### src/rtom_map.svh
`ifndef RTOM_MAP_SVH
`define RTOM_MAP_SVH

`define RTOM_OFS_PIN0_CFG   12'h000
`define RTOM_OFS_PIN1_CFG   12'h004
`define RTOM_OFS_PIN2_CFG   12'h008
`define RTOM_OFS_THRESH     12'h00C
`define RTOM_OFS_PORT_CTRL  12'h010
`define RTOM_OFS_STATUS     12'h014

`define RTOM_CFG_SEL_LSB    0
`define RTOM_CFG_INV_BIT    6
`define RTOM_TH_PQT_LSB     0
`define RTOM_TH_RECEIVED_SIGNAL_STRENGTH_LSB    8
`define RTOM_TH_CCA_LSB     16
`define RTOM_PC_FSEL_LSB    0
`define RTOM_PC_DIR_LSB     4
`define RTOM_PC_DOUT_LSB    8
`define RTOM_ST_PIN_LSB     16

`define RTOM_ST_PQ          0
`define RTOM_ST_CCA         1
`define RTOM_ST_CS          2
`define RTOM_ST_CRC         3
`define RTOM_ST_HARD1       4
`define RTOM_ST_HARD0       5
`define RTOM_ST_TICK        6
`define RTOM_ST_PA_N        7
`define RTOM_ST_LNA_N       8
`define RTOM_NUM_FLAGS      9

`define RTOM_RST_SEL        6'h00
`define RTOM_RST_PQT        8'h00
`define RTOM_RST_RECEIVED_SIGNAL_STRENGTH_TH    8'h00
`define RTOM_RST_CCA        2'h0
`define RTOM_RST_PORT       3'h0

`endif

### src/rtom_pkg.sv
`default_nettype none
package rtom_pkg;
  typedef enum logic [5:0] {
    RTOM_SEL_PORT  = 6'h00,
    RTOM_SEL_PQ    = 6'h08,
    RTOM_SEL_CCA   = 6'h09,
    RTOM_SEL_CS    = 6'h0E,
    RTOM_SEL_CRC   = 6'h0F,
    RTOM_SEL_HARD1 = 6'h16,
    RTOM_SEL_HARD0 = 6'h17,
    RTOM_SEL_PA    = 6'h1B,
    RTOM_SEL_LNA   = 6'h1C,
    RTOM_SEL_TICK  = 6'h1D,
    RTOM_SEL_LOW   = 6'h2F
  } rtom_sel_type;

  typedef enum logic [1:0] {
    RTOM_CCA_ALWAYS = 2'h0,
    RTOM_CCA_RECEIVED_SIGNAL_STRENGTH   = 2'h1,
    RTOM_CCA_PKT    = 2'h2,
    RTOM_CCA_BOTH   = 2'h3
  } rtom_cca_type;
endpackage : rtom_pkg
`default_nettype wire

### src/rtom_top.sv
`include "rtom_map.svh"
`default_nettype none
module rtom_top #(
  parameter int NUM_PINS = 3
) (
  input  wire logic                sys_clk_i,
  input  wire logic                rst_n_i,
  input  wire logic                psel_i,
  input  wire logic                penable_i,
  input  wire logic                pwrite_i,
  input  wire logic [11:0]         paddr_i,
  input  wire logic [31:0]         pwdata_i,
  output logic      [31:0]         prdata_o,
  output logic                     pready_o,
  output logic                     pslverr_o,
  input  wire logic [7:0]          preamble_quality_indicator_i,
  input  wire logic [7:0]          received_signal_strength_i,
  input  wire logic                rx_packet_active_i,
  input  wire logic                crc_check_done_i,
  input  wire logic                crc_check_pass_i,
  input  wire logic                rx_mode_start_i,
  input  wire logic [1:0]          rx_decided_bits_i,
  input  wire logic                rx_symbol_tick_i,
  input  wire logic                radio_in_tx_i,
  input  wire logic                radio_in_rx_i,
  input  wire logic [NUM_PINS-1:0] periph_out_i,
  input  wire logic [NUM_PINS-1:0] periph_oe_i,
  input  wire logic [NUM_PINS-1:0] pin_in_i,
  output logic      [NUM_PINS-1:0] pin_out_o,
  output logic      [NUM_PINS-1:0] pin_oe_o
);
  // Index 0 is port 1 bit 5, index 2 is port 1 bit 7
  logic [5:0]                 test_output_select_reg [NUM_PINS];
  logic [NUM_PINS-1:0]        test_output_invert_reg;
  logic [7:0]                 pqt_reg;
  logic [7:0]                 received_signal_strength_thr_reg;
  rtom_pkg::rtom_cca_type     channel_assessment_mode_reg;
  logic [NUM_PINS-1:0]        fsel_reg;
  logic [NUM_PINS-1:0]        dir_reg;
  logic [NUM_PINS-1:0]        dout_reg;
  logic                       crc_ok_reg;
  logic [31:0]                prdata_reg;
  logic                       pready_reg;
  logic                       pslverr_reg;
  logic [NUM_PINS-1:0]        pin_out_reg;
  logic [NUM_PINS-1:0]        pin_oe_reg;
  logic [NUM_PINS-1:0]        pin_out_next;
  logic [NUM_PINS-1:0]        pin_oe_next;
  logic [`RTOM_NUM_FLAGS-1:0] flags;
  logic                       access;
  logic                       wr_fire;
  logic                       mapped;
  logic                       pq_flag;
  logic                       cs_flag;
  logic                       below_flag;
  logic                       cca_flag;
  logic [31:0]                rd_value;

  // Zero-wait would need combinational pready; one extra cycle keeps it a flop
  assign access  = psel_i & penable_i & ~pready_reg;
  assign wr_fire = psel_i & penable_i & pready_reg & pwrite_i;

  always_comb
  begin
    mapped   = 1'b1;
    rd_value = 32'h0000_0000;
    case (paddr_i)
      `RTOM_OFS_PIN0_CFG, `RTOM_OFS_PIN1_CFG, `RTOM_OFS_PIN2_CFG:
      begin
        rd_value[`RTOM_CFG_SEL_LSB +: 6] = test_output_select_reg[paddr_i[3:2]];
        rd_value[`RTOM_CFG_INV_BIT]      = test_output_invert_reg[paddr_i[3:2]];
      end
      `RTOM_OFS_THRESH:
      begin
        rd_value[`RTOM_TH_PQT_LSB +: 8]  = pqt_reg;
        rd_value[`RTOM_TH_RECEIVED_SIGNAL_STRENGTH_LSB +: 8] = received_signal_strength_thr_reg;
        rd_value[`RTOM_TH_CCA_LSB +: 2]  = channel_assessment_mode_reg;
      end
      `RTOM_OFS_PORT_CTRL:
      begin
        rd_value[`RTOM_PC_FSEL_LSB +: NUM_PINS] = fsel_reg;
        rd_value[`RTOM_PC_DIR_LSB +: NUM_PINS]  = dir_reg;
        rd_value[`RTOM_PC_DOUT_LSB +: NUM_PINS] = dout_reg;
      end
      `RTOM_OFS_STATUS:
      begin
        rd_value[`RTOM_NUM_FLAGS-1:0]          = flags;
        rd_value[`RTOM_ST_PIN_LSB +: NUM_PINS] = pin_in_i;
      end
      default:
      begin
        mapped = 1'b0;
      end
    endcase
  end

  always_ff @(posedge sys_clk_i or negedge rst_n_i)
  begin
    if (!rst_n_i)
    begin
      pready_reg  <= 1'b0;
      pslverr_reg <= 1'b0;
      prdata_reg  <= 32'h0000_0000;
    end
    else
    begin
      pready_reg  <= access;
      pslverr_reg <= access & ~mapped;
      prdata_reg  <= (access & ~pwrite_i) ? rd_value : 32'h0000_0000;
    end
  end

  always_ff @(posedge sys_clk_i or negedge rst_n_i)
  begin
    if (!rst_n_i)
    begin
      for (int i = 0; i < NUM_PINS; i++)
      begin
        test_output_select_reg[i] <= `RTOM_RST_SEL;
      end
      test_output_invert_reg <= '0;
    end
    else if (wr_fire && paddr_i[11:4] == 8'h00 && paddr_i[3:2] != 2'h3 &&
             paddr_i[1:0] == 2'h0)
    begin
      test_output_select_reg[paddr_i[3:2]] <= pwdata_i[`RTOM_CFG_SEL_LSB +: 6];
      test_output_invert_reg[paddr_i[3:2]] <= pwdata_i[`RTOM_CFG_INV_BIT];
    end
  end

  always_ff @(posedge sys_clk_i or negedge rst_n_i)
  begin
    if (!rst_n_i)
    begin
      pqt_reg      <= `RTOM_RST_PQT;
      received_signal_strength_thr_reg <= `RTOM_RST_RECEIVED_SIGNAL_STRENGTH_TH;
      channel_assessment_mode_reg <= rtom_pkg::RTOM_CCA_ALWAYS;
    end
    else if (wr_fire && paddr_i == `RTOM_OFS_THRESH)
    begin
      pqt_reg      <= pwdata_i[`RTOM_TH_PQT_LSB +: 8];
      received_signal_strength_thr_reg <= pwdata_i[`RTOM_TH_RECEIVED_SIGNAL_STRENGTH_LSB +: 8];
      channel_assessment_mode_reg <= rtom_pkg::rtom_cca_type'(pwdata_i[`RTOM_TH_CCA_LSB +: 2]);
    end
  end

  always_ff @(posedge sys_clk_i or negedge rst_n_i)
  begin
    if (!rst_n_i)
    begin
      fsel_reg <= `RTOM_RST_PORT;
      dir_reg  <= `RTOM_RST_PORT;
      dout_reg <= `RTOM_RST_PORT;
    end
    else if (wr_fire && paddr_i == `RTOM_OFS_PORT_CTRL)
    begin
      fsel_reg <= pwdata_i[`RTOM_PC_FSEL_LSB +: NUM_PINS];
      dir_reg  <= pwdata_i[`RTOM_PC_DIR_LSB +: NUM_PINS];
      dout_reg <= pwdata_i[`RTOM_PC_DOUT_LSB +: NUM_PINS];
    end
  end

  // Strength and its threshold are two's complement
  assign pq_flag    = preamble_quality_indicator_i > pqt_reg;
  assign cs_flag    = $signed(received_signal_strength_i) > $signed(received_signal_strength_thr_reg);
  assign below_flag = $signed(received_signal_strength_i) < $signed(received_signal_strength_thr_reg);

  always_comb
  begin
    case (channel_assessment_mode_reg)
      rtom_pkg::RTOM_CCA_ALWAYS: cca_flag = 1'b1;
      rtom_pkg::RTOM_CCA_RECEIVED_SIGNAL_STRENGTH:   cca_flag = below_flag;
      rtom_pkg::RTOM_CCA_PKT:    cca_flag = ~rx_packet_active_i;
      rtom_pkg::RTOM_CCA_BOTH:   cca_flag = below_flag & ~rx_packet_active_i;
      default:                   cca_flag = 1'b1;
    endcase
  end

  // A result arriving with a receive restart wins, so it is not lost
  always_ff @(posedge sys_clk_i or negedge rst_n_i)
  begin
    if (!rst_n_i)
    begin
      crc_ok_reg <= 1'b0;
    end
    else if (crc_check_done_i)
    begin
      crc_ok_reg <= crc_check_pass_i;
    end
    else if (rx_mode_start_i)
    begin
      crc_ok_reg <= 1'b0;
    end
  end

  always_comb
  begin
    flags                = '0;
    flags[`RTOM_ST_PQ]    = pq_flag;
    flags[`RTOM_ST_CCA]   = cca_flag;
    flags[`RTOM_ST_CS]    = cs_flag;
    flags[`RTOM_ST_CRC]   = crc_ok_reg;
    flags[`RTOM_ST_HARD1] = rx_decided_bits_i[1];
    flags[`RTOM_ST_HARD0] = rx_decided_bits_i[0];
    flags[`RTOM_ST_TICK]  = rx_symbol_tick_i;
    flags[`RTOM_ST_PA_N]  = ~radio_in_tx_i;
    flags[`RTOM_ST_LNA_N] = ~radio_in_rx_i;
  end

  for (genvar g = 0; g < NUM_PINS; g++)
  begin : g_pin
    rtom_pin_sel u_sel (
      .sel_i        (test_output_select_reg[g]),
      .inv_i        (test_output_invert_reg[g]),
      .fsel_i       (fsel_reg[g]),
      .dir_i        (dir_reg[g]),
      .dout_i       (dout_reg[g]),
      .periph_out_i (periph_out_i[g]),
      .periph_oe_i  (periph_oe_i[g]),
      .flags_i      (flags),
      .out_next_o   (pin_out_next[g]),
      .oe_next_o    (pin_oe_next[g])
    );
  end

  // One cycle of latency on the pins buys glitch-free registered outputs
  always_ff @(posedge sys_clk_i or negedge rst_n_i)
  begin
    if (!rst_n_i)
    begin
      pin_out_reg <= '0;
      pin_oe_reg  <= '0;
    end
    else
    begin
      pin_out_reg <= pin_out_next;
      pin_oe_reg  <= pin_oe_next;
    end
  end

  assign prdata_o  = prdata_reg;
  assign pready_o  = pready_reg;
  assign pslverr_o = pslverr_reg;
  assign pin_out_o = pin_out_reg;
  assign pin_oe_o  = pin_oe_reg;

  property p_cfg_write;
    @(posedge sys_clk_i) disable iff (!rst_n_i)
      (wr_fire && paddr_i == `RTOM_OFS_PIN1_CFG) |=>
        test_output_select_reg[1] == $past(pwdata_i[5:0]) ##1
        pin_oe_o[1] == (test_output_select_reg[1] != 6'h00 || $past(pin_oe_next[1]));
  endproperty
  a_cfg_write: assert property (p_cfg_write)
    else $error("pin1 config write not applied");

  property p_override;
    @(posedge sys_clk_i) disable iff (!rst_n_i)
      (test_output_select_reg[2] != 6'h00) |=> pin_oe_o[2];
  endproperty
  a_override: assert property (p_override)
    else $error("selected pin not driven");

  property p_port_mode;
    @(posedge sys_clk_i) disable iff (!rst_n_i)
      (test_output_select_reg[0] == 6'h00 && !fsel_reg[0]) |=>
        pin_oe_o[0] == $past(dir_reg[0]) && pin_out_o[0] == $past(dout_reg[0]);
  endproperty
  a_port_mode: assert property (p_port_mode)
    else $error("port path not followed with zero code");

  property p_pq;
    @(posedge sys_clk_i) disable iff (!rst_n_i)
      (test_output_select_reg[0] == 6'h08 && !test_output_invert_reg[0]) |=>
        pin_out_o[0] == ($past(preamble_quality_indicator_i) > $past(pqt_reg));
  endproperty
  a_pq: assert property (p_pq)
    else $error("preamble quality output wrong");

  property p_cca;
    @(posedge sys_clk_i) disable iff (!rst_n_i)
      (test_output_select_reg[1] == 6'h09 && !test_output_invert_reg[1] &&
       channel_assessment_mode_reg == rtom_pkg::RTOM_CCA_RECEIVED_SIGNAL_STRENGTH) |=>
        pin_out_o[1] == $past(below_flag);
  endproperty
  a_cca: assert property (p_cca)
    else $error("clear channel output wrong");

  property p_cs;
    @(posedge sys_clk_i) disable iff (!rst_n_i)
      (test_output_select_reg[2] == 6'h0E && test_output_invert_reg[2]) |=>
        pin_out_o[2] != $past(cs_flag);
  endproperty
  a_cs: assert property (p_cs)
    else $error("inverted carrier sense output wrong");

  property p_crc_clear;
    @(posedge sys_clk_i) disable iff (!rst_n_i)
      (rx_mode_start_i && !crc_check_done_i) ##1
        (test_output_select_reg[0] == 6'h0F && !test_output_invert_reg[0]) |=>
        !pin_out_o[0];
  endproperty
  a_crc_clear: assert property (p_crc_clear)
    else $error("checksum flag not cleared on receive start");

  property p_hard;
    @(posedge sys_clk_i) disable iff (!rst_n_i)
      (test_output_select_reg[1] == 6'h17 && !test_output_invert_reg[1]) |=>
        pin_out_o[1] == $past(rx_decided_bits_i[0]);
  endproperty
  a_hard: assert property (p_hard)
    else $error("decided bit 0 output wrong");

  property p_tick;
    @(posedge sys_clk_i) disable iff (!rst_n_i)
      (test_output_select_reg[2] == 6'h1D && !test_output_invert_reg[2] &&
       rx_symbol_tick_i) |=> pin_out_o[2] && pin_oe_o[2];
  endproperty
  a_tick: assert property (p_tick)
    else $error("symbol tick not output");

  property p_pa;
    @(posedge sys_clk_i) disable iff (!rst_n_i)
      (test_output_select_reg[0] == 6'h1B && !test_output_invert_reg[0]) |=>
        pin_out_o[0] == !$past(radio_in_tx_i);
  endproperty
  a_pa: assert property (p_pa)
    else $error("transmit amplifier control wrong");

  property p_lna;
    @(posedge sys_clk_i) disable iff (!rst_n_i)
      (test_output_select_reg[1] == 6'h1C && !test_output_invert_reg[1] &&
       radio_in_rx_i) |=> !pin_out_o[1];
  endproperty
  a_lna: assert property (p_lna)
    else $error("receive amplifier control not asserted");

  property p_const;
    @(posedge sys_clk_i) disable iff (!rst_n_i)
      (test_output_select_reg[2] == 6'h2F) |=>
        pin_out_o[2] == $past(test_output_invert_reg[2]);
  endproperty
  a_const: assert property (p_const)
    else $error("constant level wrong");

  property p_reserved;
    @(posedge sys_clk_i) disable iff (!rst_n_i)
      (test_output_select_reg[0] == 6'h01) |=> !pin_out_o[0] && pin_oe_o[0];
  endproperty
  a_reserved: assert property (p_reserved)
    else $error("reserved code not driven low");

  property p_apb_ready;
    @(posedge sys_clk_i) disable iff (!rst_n_i)
      (psel_i && penable_i && !pready_o) |=> pready_o ##1 !pready_o;
  endproperty
  a_apb_ready: assert property (p_apb_ready)
    else $error("bus ready not one cycle after access");
endmodule : rtom_top
`default_nettype wire

### src/rtom_pin_sel.sv
`include "rtom_map.svh"
`default_nettype none
module rtom_pin_sel (
  input  wire logic [5:0]                 sel_i,
  input  wire logic                       inv_i,
  input  wire logic                       fsel_i,
  input  wire logic                       dir_i,
  input  wire logic                       dout_i,
  input  wire logic                       periph_out_i,
  input  wire logic                       periph_oe_i,
  input  wire logic [`RTOM_NUM_FLAGS-1:0] flags_i,
  output logic                            out_next_o,
  output logic                            oe_next_o
);
  logic sig;

  always_comb
  begin
    case (sel_i)
      rtom_pkg::RTOM_SEL_PQ:    sig = flags_i[`RTOM_ST_PQ];
      rtom_pkg::RTOM_SEL_CCA:   sig = flags_i[`RTOM_ST_CCA];
      rtom_pkg::RTOM_SEL_CS:    sig = flags_i[`RTOM_ST_CS];
      rtom_pkg::RTOM_SEL_CRC:   sig = flags_i[`RTOM_ST_CRC];
      rtom_pkg::RTOM_SEL_HARD1: sig = flags_i[`RTOM_ST_HARD1];
      rtom_pkg::RTOM_SEL_HARD0: sig = flags_i[`RTOM_ST_HARD0];
      rtom_pkg::RTOM_SEL_TICK:  sig = flags_i[`RTOM_ST_TICK];
      rtom_pkg::RTOM_SEL_PA:    sig = flags_i[`RTOM_ST_PA_N];
      rtom_pkg::RTOM_SEL_LNA:   sig = flags_i[`RTOM_ST_LNA_N];
      rtom_pkg::RTOM_SEL_LOW:   sig = 1'b0;
      default:                  sig = 1'b0;
    endcase
  end

  always_comb
  begin
    if (sel_i == rtom_pkg::RTOM_SEL_PORT)
    begin
      // Normal port path: peripheral function wins over plain GPIO
      out_next_o = fsel_i ? periph_out_i : dout_i;
      oe_next_o  = fsel_i ? periph_oe_i : dir_i;
    end
    else if (sel_i == rtom_pkg::RTOM_SEL_LOW || sel_i == rtom_pkg::RTOM_SEL_PQ ||
             sel_i == rtom_pkg::RTOM_SEL_CCA || sel_i == rtom_pkg::RTOM_SEL_CS ||
             sel_i == rtom_pkg::RTOM_SEL_CRC || sel_i == rtom_pkg::RTOM_SEL_HARD1 ||
             sel_i == rtom_pkg::RTOM_SEL_HARD0 || sel_i == rtom_pkg::RTOM_SEL_TICK ||
             sel_i == rtom_pkg::RTOM_SEL_PA || sel_i == rtom_pkg::RTOM_SEL_LNA)
    begin
      out_next_o = sig ^ inv_i;
      oe_next_o  = 1'b1;
    end
    else
    begin
      // Reserved codes drive low, ignoring invert, so the pin stays predictable
      out_next_o = 1'b0;
      oe_next_o  = 1'b1;
    end
  end
endmodule : rtom_pin_sel
`default_nettype wire

### config.mk
export PLATFORM = sky130hd
export DESIGN_NAME = rtom_top
export DESIGN_NICKNAME = d
export VERILOG_FILES = /design/src/rtom_pkg.sv /design/src/rtom_top.sv /design/src/rtom_pin_sel.sv
export VERILOG_INCLUDE_DIRS = /design/src
export SDC_FILE = /design/constraint.sdc
export NUM_CORES = 1
export LEC_CHECK = 0
export ABC_AREA = 0
export BUFFER_PORTS_ARGS = -buffer_cell sky130_fd_sc_hd__buf_2
export CAP_MARGIN = 20
export CORE_MARGIN = 2
export CORE_UTILIZATION = 45
export CTS_BUF_LIST = sky130_fd_sc_hd__clkbuf_4 sky130_fd_sc_hd__clkbuf_8
export CTS_CLUSTER_DIAMETER = 50
export DETAILED_ROUTE_END_ITERATION = 12
export PLACE_DENSITY_LB_ADDON = 0.2
export SYNTH_ARGS = -nofsm -noshare
export SYNTH_HDL_FRONTEND = slang
export SYNTH_SLANG_ARGS = --single-unit
### constraint.sdc
create_clock -name sys_clk_i -period 6.6 [get_ports sys_clk_i]
set_clock_uncertainty 0.2 [all_clocks]
set_input_delay 0.66 -clock sys_clk_i [delete_from_list [all_inputs] [get_ports sys_clk_i]]
set_output_delay 0.66 -clock sys_clk_i [all_outputs]
set_load 0.02 [all_outputs]
==> results_dict.tcl, run 1 <==
set metrics [dict create \
    grt.total_usage 0.222 \
    dp_slack_ps 3500 \
    vias 3525 \
    netlist_area_sq_um 4410 \
    drive_gt1_frac 0.362 \
    worstHoldPathType "input pin to async pin" \
    cpPeakStageDelay_ps 400 \
    synth_most_common_cell "dfrtp_1" \
    hold_violations 0 \
    fill_cells 897 \
    die_area_sq_um 10600 \
    synth_area_leaders "dfrtp_1 (43%), mux2_2 (13%), ha_1 (4.5%)" \
    ant_nets 0 \
    p_int_w 0.000631 \
    wl_mm 11.2 \
    avgViaCountPerCell 5.57 \
    async_flop_share 1.00 \
    synthCells 412 \
    clk_pin_slew_ps 90 \
    cp_top_family "simple AND/OR/NAND/NOR gates" \
    clk_root_buffer_cell "clkbuf_8" \
    critPathRequiredTime_ps 6640 \
    crit_type "input pin to flip-flop" \
    p_comb_frac 0.086 \
    fp.dieH_um 103 \
    yosysSeqAreaShare 0.431 \
    post-route-util 0.528 \
    end_kind "flip-flop" \
    grt_pass1_wl_mm 17.7 \
    swShare 0.272 \
    hold_ws_ps 235 \
    setup_violations 0 \
    cts_resized 0 \
    relSlewSlack 0.353 \
    worstMarginPinSlew_ps 970 \
    fin_ws_ps 3880 \
    p_clk_frac 0.375 \
    cts_max_level 3 \
    cts_tree "built" \
    arrival_ps 2760 \
    yosysTopAreaCellShare 0.431 \
    worstPathMaxFanout 18 \
    status "completed" \
    fin_tns_setup_ps 0 \
    ys_warn_count 0 \
    drc 0 \
    ir_drop_mv 0.0873 \
    fmax_ghz 0.368 \
    synth_top_flop_cell "dfrtp_1" \
    p_sw_w 0.000236 \
    grt_start_max_net_pins 77 \
    rsz0062_at_grt "no" \
    cp-start-kind "input pin" \
    gp_congestion 0.892 \
    start_util 0.458 \
    synth-edff-count 0 \
    syn2layout_area_growth_pct 15.3 \
    finalCriticalPeriod_ps 2720 \
    synthDistinctLibCells 61 \
    cts_hold_buf 0 \
    cts.sinks 76 \
    cts_buffers 9 \
    antenna_found_initial 0 \
    crit_chain "buf_2 > nor3_1 > nand3_4 > nor2_4 > and3_1 > inv_2 > nor2_8 > mux2_2" \
    ys_ff_latch 76 \
    drt-pass1-iter-count 5 \
    p_total_w 0.000867 \
    clk_latency_ps 360 \
    synth_top_area_cell "dfrtp_1" \
    rows 36 \
    die_w_um 103 \
    slew_viol_final 0 \
    nets 594 \
    fin_crit_sh 0.412 \
    grt_pass1_vias 3303 \
    p_per_area_nw_per_um2 171 \
    core_region_area_sq_um 9640 \
    port_buffers 95 \
    avgSynthCellArea_sq_um 10.7 \
    io_pins 123 \
    hpwl_mm 8.31 \
    n_antenna_cell 0 \
    leakage_nw 2.42 \
    cap_viol_max_count 0 \
    grt_overflow 0 \
    cts_setup_buffers 0 \
    largest_reg_flops 19 \
    drt_first_iter_violations 251 \
    slowest_stage "and3_1" \
    synthTopCellsByCount "dfrtp_1 (76), mux2_2 (49), nand2_1 (31)" \
    ctsLongestPathBuffers 2 \
    worst-path-buf-inv 2 \
    wl_per_cell_um 17.6 \
    power_frac_seq 0.539 \
]
[cell families after synthesis]
kind of cell               share of synthesized area
buffers and inverters                         0.0647
xor gates and xnor gates                     0.00397
AOI/OAI and AO/OA                              0.102
muxes                                          0.184
other                                       0.000850
adders and majority gates                     0.0454
DFF                                            0.431
and+or+nand+nor                                0.168
[area by class of cell]
cell class	count	area, sq um	area share
Inverter	24	90.1	0.0177
Tap cell	133	166	0.0327
Clock inverter	7	50.0	0.00984
Clock buffer	9	124	0.0244
Sequential cell	76	1900	0.374
Timing Repair Buffer	96	485	0.0954
Multi-Input combinational cell	288	2270	0.446
[path summary, 6_finish.rpt]
check | start | to | slack, ps | depth (start not counted)
worst max register to register | received_signal_strength_thr_reg[1] | pin_out_o[2] | 4030 | 9
worst min register to register | pready_o | pready_o | 300 | 1
worst max-delay path | paddr_i[7] | pqt_reg[6] | 3880 | 8
min in group sys_clk_i | pready_o | pready_o | 300 | 1
max in group asynchronous | rst_n_i | test_output_select_reg[12] | 5320 | 1
worst min-delay path | rst_n_i | prdata_o[17] | 240 | 1
[cells in the final DEF (no fill, tap or decap), types with 4 or more instances in the layout]
cell	count
a21oi_1	18
a22oi_1	7
and3_1	6
buf_2	94
clkbuf_8	9
conb_1	13
dfrtp_1	76
ha_1	16
inv_1	23
mux2_2	49
mux2i_1	10
mux4_2	7
nand2_1	31
nand2b_1	5
nand3_1	8
nand4_1	4
nor2_1	22
nor3_1	18
nor3b_1	4
o211ai_1	5
o21ai_0	7
[layer usage]
metal	routed length, um	global-route usage	vias up
met3	663	0.0393	23
met5	0	0	-
met1	5090	0.323	1721
li1	-	-	1639
met4	275	0.0820	0
met2	5130	0.334	142
[power groups by stage]
stage | sequential, W | combinational [W] | clock [W]
3_5_place_dp | 0.000477 | 0.0000750 | 0
6_report | 0.000468 | 0.0000743 | 0.000325
3_3_place_gp | 0.000477 | 0.0000739 | 0
4_1_cts | 0.000468 | 0.0000753 | 0.000330
5_1_grt | 0.000468 | 0.0000828 | 0.000354
2_1_floorplan | 0.000478 | 0.0000362 | 0
[stage by stage]
step	cells	area, sq um
after floorplan	424	4460
after global placement	616	4900
after detailed placement	616	4900
after CTS	632	5080
after global routing	633	5090
final	633	5090
[worst register-to-register path: stages (launching register included)]
cell and delay (ps):
dfrtp_1 380, inv_1 70, ha_1 280, nor2b_1 140, o211ai_1 150, a21oi_1 100
o211ai_1 550, nand3_1 210, a31o_2 300, o221ai_1 80
(Power assumes the default switching activity.)
==> run 2: changes to the inputs <==
--- a/config.mk
+++ b/config.mk
@@ -6,7 +6,7 @@
 export SDC_FILE = /design/constraint.sdc
 export NUM_CORES = 1
 export LEC_CHECK = 0
-export ABC_AREA = 0
+export ABC_AREA = 1
 export BUFFER_PORTS_ARGS = -buffer_cell sky130_fd_sc_hd__buf_2
 export CAP_MARGIN = 20
 export CORE_MARGIN = 2
==> constraint.sdc (replaced) <==
create_clock -name sys_clk_i -period 2.7 [get_ports sys_clk_i]
set_clock_uncertainty 0.2 [all_clocks]
set_input_delay 0.27 -clock sys_clk_i [delete_from_list [all_inputs] [get_ports sys_clk_i]]
set_output_delay 0.27 -clock sys_clk_i [all_outputs]
set_load 0.02 [all_outputs]
==> results_dict.tcl, run 2 <==
set metrics [dict create \
    yosysSeqAreaShare 0.417 \
    finalCriticalPeriod_ps 2470 \
    clk_latency_ps 360 \
    dp_slack_ps 439 \
    worstMarginPinSlew_ps 971 \
    avgViaCountPerCell 5.11 \
    vias 4377 \
    netlist_area_sq_um 4570 \
    arrival_ps 2570 \
    ys_ff_latch 76 \
    worstHoldPathType "input pin to flip-flop" \
    ctsLongestPathBuffers 2 \
    drive_gt1_frac 0.214 \
    wl_per_cell_um 15.1 \
    synth_top_area_cell "dfrtp_1" \
    cts_max_level 3 \
    synthTopCellsByCount "nand2_1 (152), inv_1 (88), dfrtp_1 (76)" \
    wl_mm 13.0 \
    synth_top_flop_cell "dfrtp_1" \
    fin_ws_ps 230 \
    hpwl_mm 9.63 \
    ant_nets 0 \
    grt_overflow 0 \
    dpl.cell_count 818 \
    n_antenna_cell 0 \
    fp.dieH_um 105 \
    mostFrequentLayoutCells "nand2_1 (152), buf_2 (94), inv_1 (88), dfrtp_1 (76), nor2_1 (55)" \
    leakage_nw 2.83 \
    core_region_area_sq_um 9820 \
    die_w_um 105 \
    hold_violations 0 \
    grt.total_usage 0.242 \
    relSlewSlack 0.353 \
    nets 818 \
    async_flop_share 1.00 \
    largest_reg_flops 19 \
    cp-start-kind "input pin" \
    cts.sinks 76 \
    clk_pin_slew_ps 90 \
    io_pins 123 \
    antenna_found_initial 0 \
    crit_type "input pin to flip-flop" \
    fill_cells 976 \
    hold_ws_ps 17.9 \
    grt_start_max_net_pins 77 \
    slew_viol_final 0 \
    drt-pass1-iter-count 6 \
    drt_first_iter_violations 375 \
    ys_warn_count 0 \
    fin_tns_setup_ps 0 \
    start_util 0.465 \
    worstPathMaxFanout 4 \
    cts_buffers 9 \
    end_kind "flip-flop" \
    die_area_sq_um 11000 \
    finalNonFillerCells 857 \
    synth_most_common_cell "nand2_1" \
    cts_tree "built" \
    rows 36 \
    synthCells 601 \
    post-route-util 0.559 \
    rsz0062_at_grt "no" \
    gp_congestion 0.986 \
    cap_viol_max_count 0 \
    min_from "pwrite_i" \
    status "completed" \
    setup_violations 0 \
    r2r_start "received_signal_strength_thr_reg[5]" \
    port_buffers 95 \
    fin_crit_sh 0.915 \
    grt_pass1_vias 4115 \
    final_common_cell "nand2_1" \
    clk_root_buffer_cell "clkbuf_8" \
    synth_area_leaders "dfrtp_1 (42%), nand2_1 (12%), inv_1 (7.2%)" \
    ir_drop_mv 0.264 \
    grt_pass1_wl_mm 20.9 \
    drc 0 \
    synth-edff-count 0 \
    fmax_ghz 0.405 \
    p_per_area_nw_per_um2 391 \
    avgSynthCellArea_sq_um 7.60 \
    cts_setup_buffers 0 \
    synthDistinctLibCells 40 \
    startpoint "penable_i" \
    yosysTopAreaCellShare 0.417 \
    critPathRequiredTime_ps 2800 \
    syn2layout_area_growth_pct 20.3 \
]
==> run 2: cell count changes after synthesis, moves of 7 or more <==
cell / previous run / this run
o21ai_2: 0 / 10
nor3_1: 18 / 10
o21ai_0: 7 / 19
nor2_1: 22 / 56
nand3_1: 8 / 35
clkbuf_1: 19 / 2
mux2_2: 49 / 2
nand4_1: 4 / 17
inv_1: 23 / 88
nand2_1: 31 / 152
mux2i_1: 10 / 0
o21ai_1: 0 / 30
mux4_2: 7 / 0
==> run 2: timing repair <==
item	in CTS	in global routing
endpoints found under the setup margin	0	1
hold buffers	23	0
gates resized for setup	0	2
endpoints found under the hold margin	97	0
==> run 2: routing by layer <==
| metal | routed length, um | GRT usage | vias up | part of all wire |
|---|---|---|---|---|
| met3 | 854 | 0.0318 | 21 | 0.066 |
| met2 | 5750 | 0.382 | 198 | 0.44 |
| met5 | 0 | 0 | - | 0 |
| li1 | - | - | 2157 | - |
| met1 | 6100 | 0.347 | 2001 | 0.47 |
| met4 | 247 | 0.0762 | 0 | 0.019 |
==> run 2: cells by family after synthesis <==
family | after synthesis | synth area share
AO/OA/AOI/OAI | 99 | 0.132
adder cells (fa/ha/maj) | 16 | 0.0438
buffers and inverters | 114 | 0.114
flip-flops | 76 | 0.417
multiplexers | 4 | 0.0115
other | 1 | 0.000821
AND/OR/NAND/NOR | 291 | 0.281
==> run 2: per-stage QoR <==
stage	power (W)	area [sq um]
2_1_floorplan	0.00125	4610
3_3_place_gp	0.00134	5080
3_5_place_dp	0.00134	5080
4_1_cts	0.00216	5480
5_1_grt	0.00223	5490
6_report	0.00215	5490
==> run 2: final cells by class <==
class	instances	area, sq um	area share
Multi-Input combinational cell	423	2200	0.400
Sequential cell	76	1900	0.346
Clock buffer	10	131	0.0239
Timing Repair Buffer	119	716	0.130
Inverter	90	338	0.0615
Tap cell	133	166	0.0303
Clock inverter	6	40.0	0.00729
==> run 2: critical path: stages <==
cell and delay, ps:
dlygate4sd3_1 520, buf_2 110, nand2_1 50, dlygate4sd3_1 560, nor2_1 130, inv_1 90
nor2_4 120, nand2_1 60, dlygate4sd3_1 560, nor2_1 100
==> run 2: path summary, 6_finish.rpt <==
path | endpoint | slack (ps) | cells after the start
min in group asynchronous | received_signal_strength_thr_reg[5] | 410 | 2
worst min register to register | pready_o | 280 | 1
max in group asynchronous | pin_out_o[1] | 1250 | 2
worst min-delay path | prdata_o[3] | 20 | 4
worst max-delay path | prdata_o[18] | 230 | 10
worst max register to register | pin_out_o[2] | 380 | 12
==> run 2: report_power, final <==
| group | switching (W) | internal (W) |
|---|---|---|
| logic | 0.000125 | 0.0000777 |
| clock network | 0.000458 | 0.000344 |
| registers | 0.00000258 | 0.00114 |
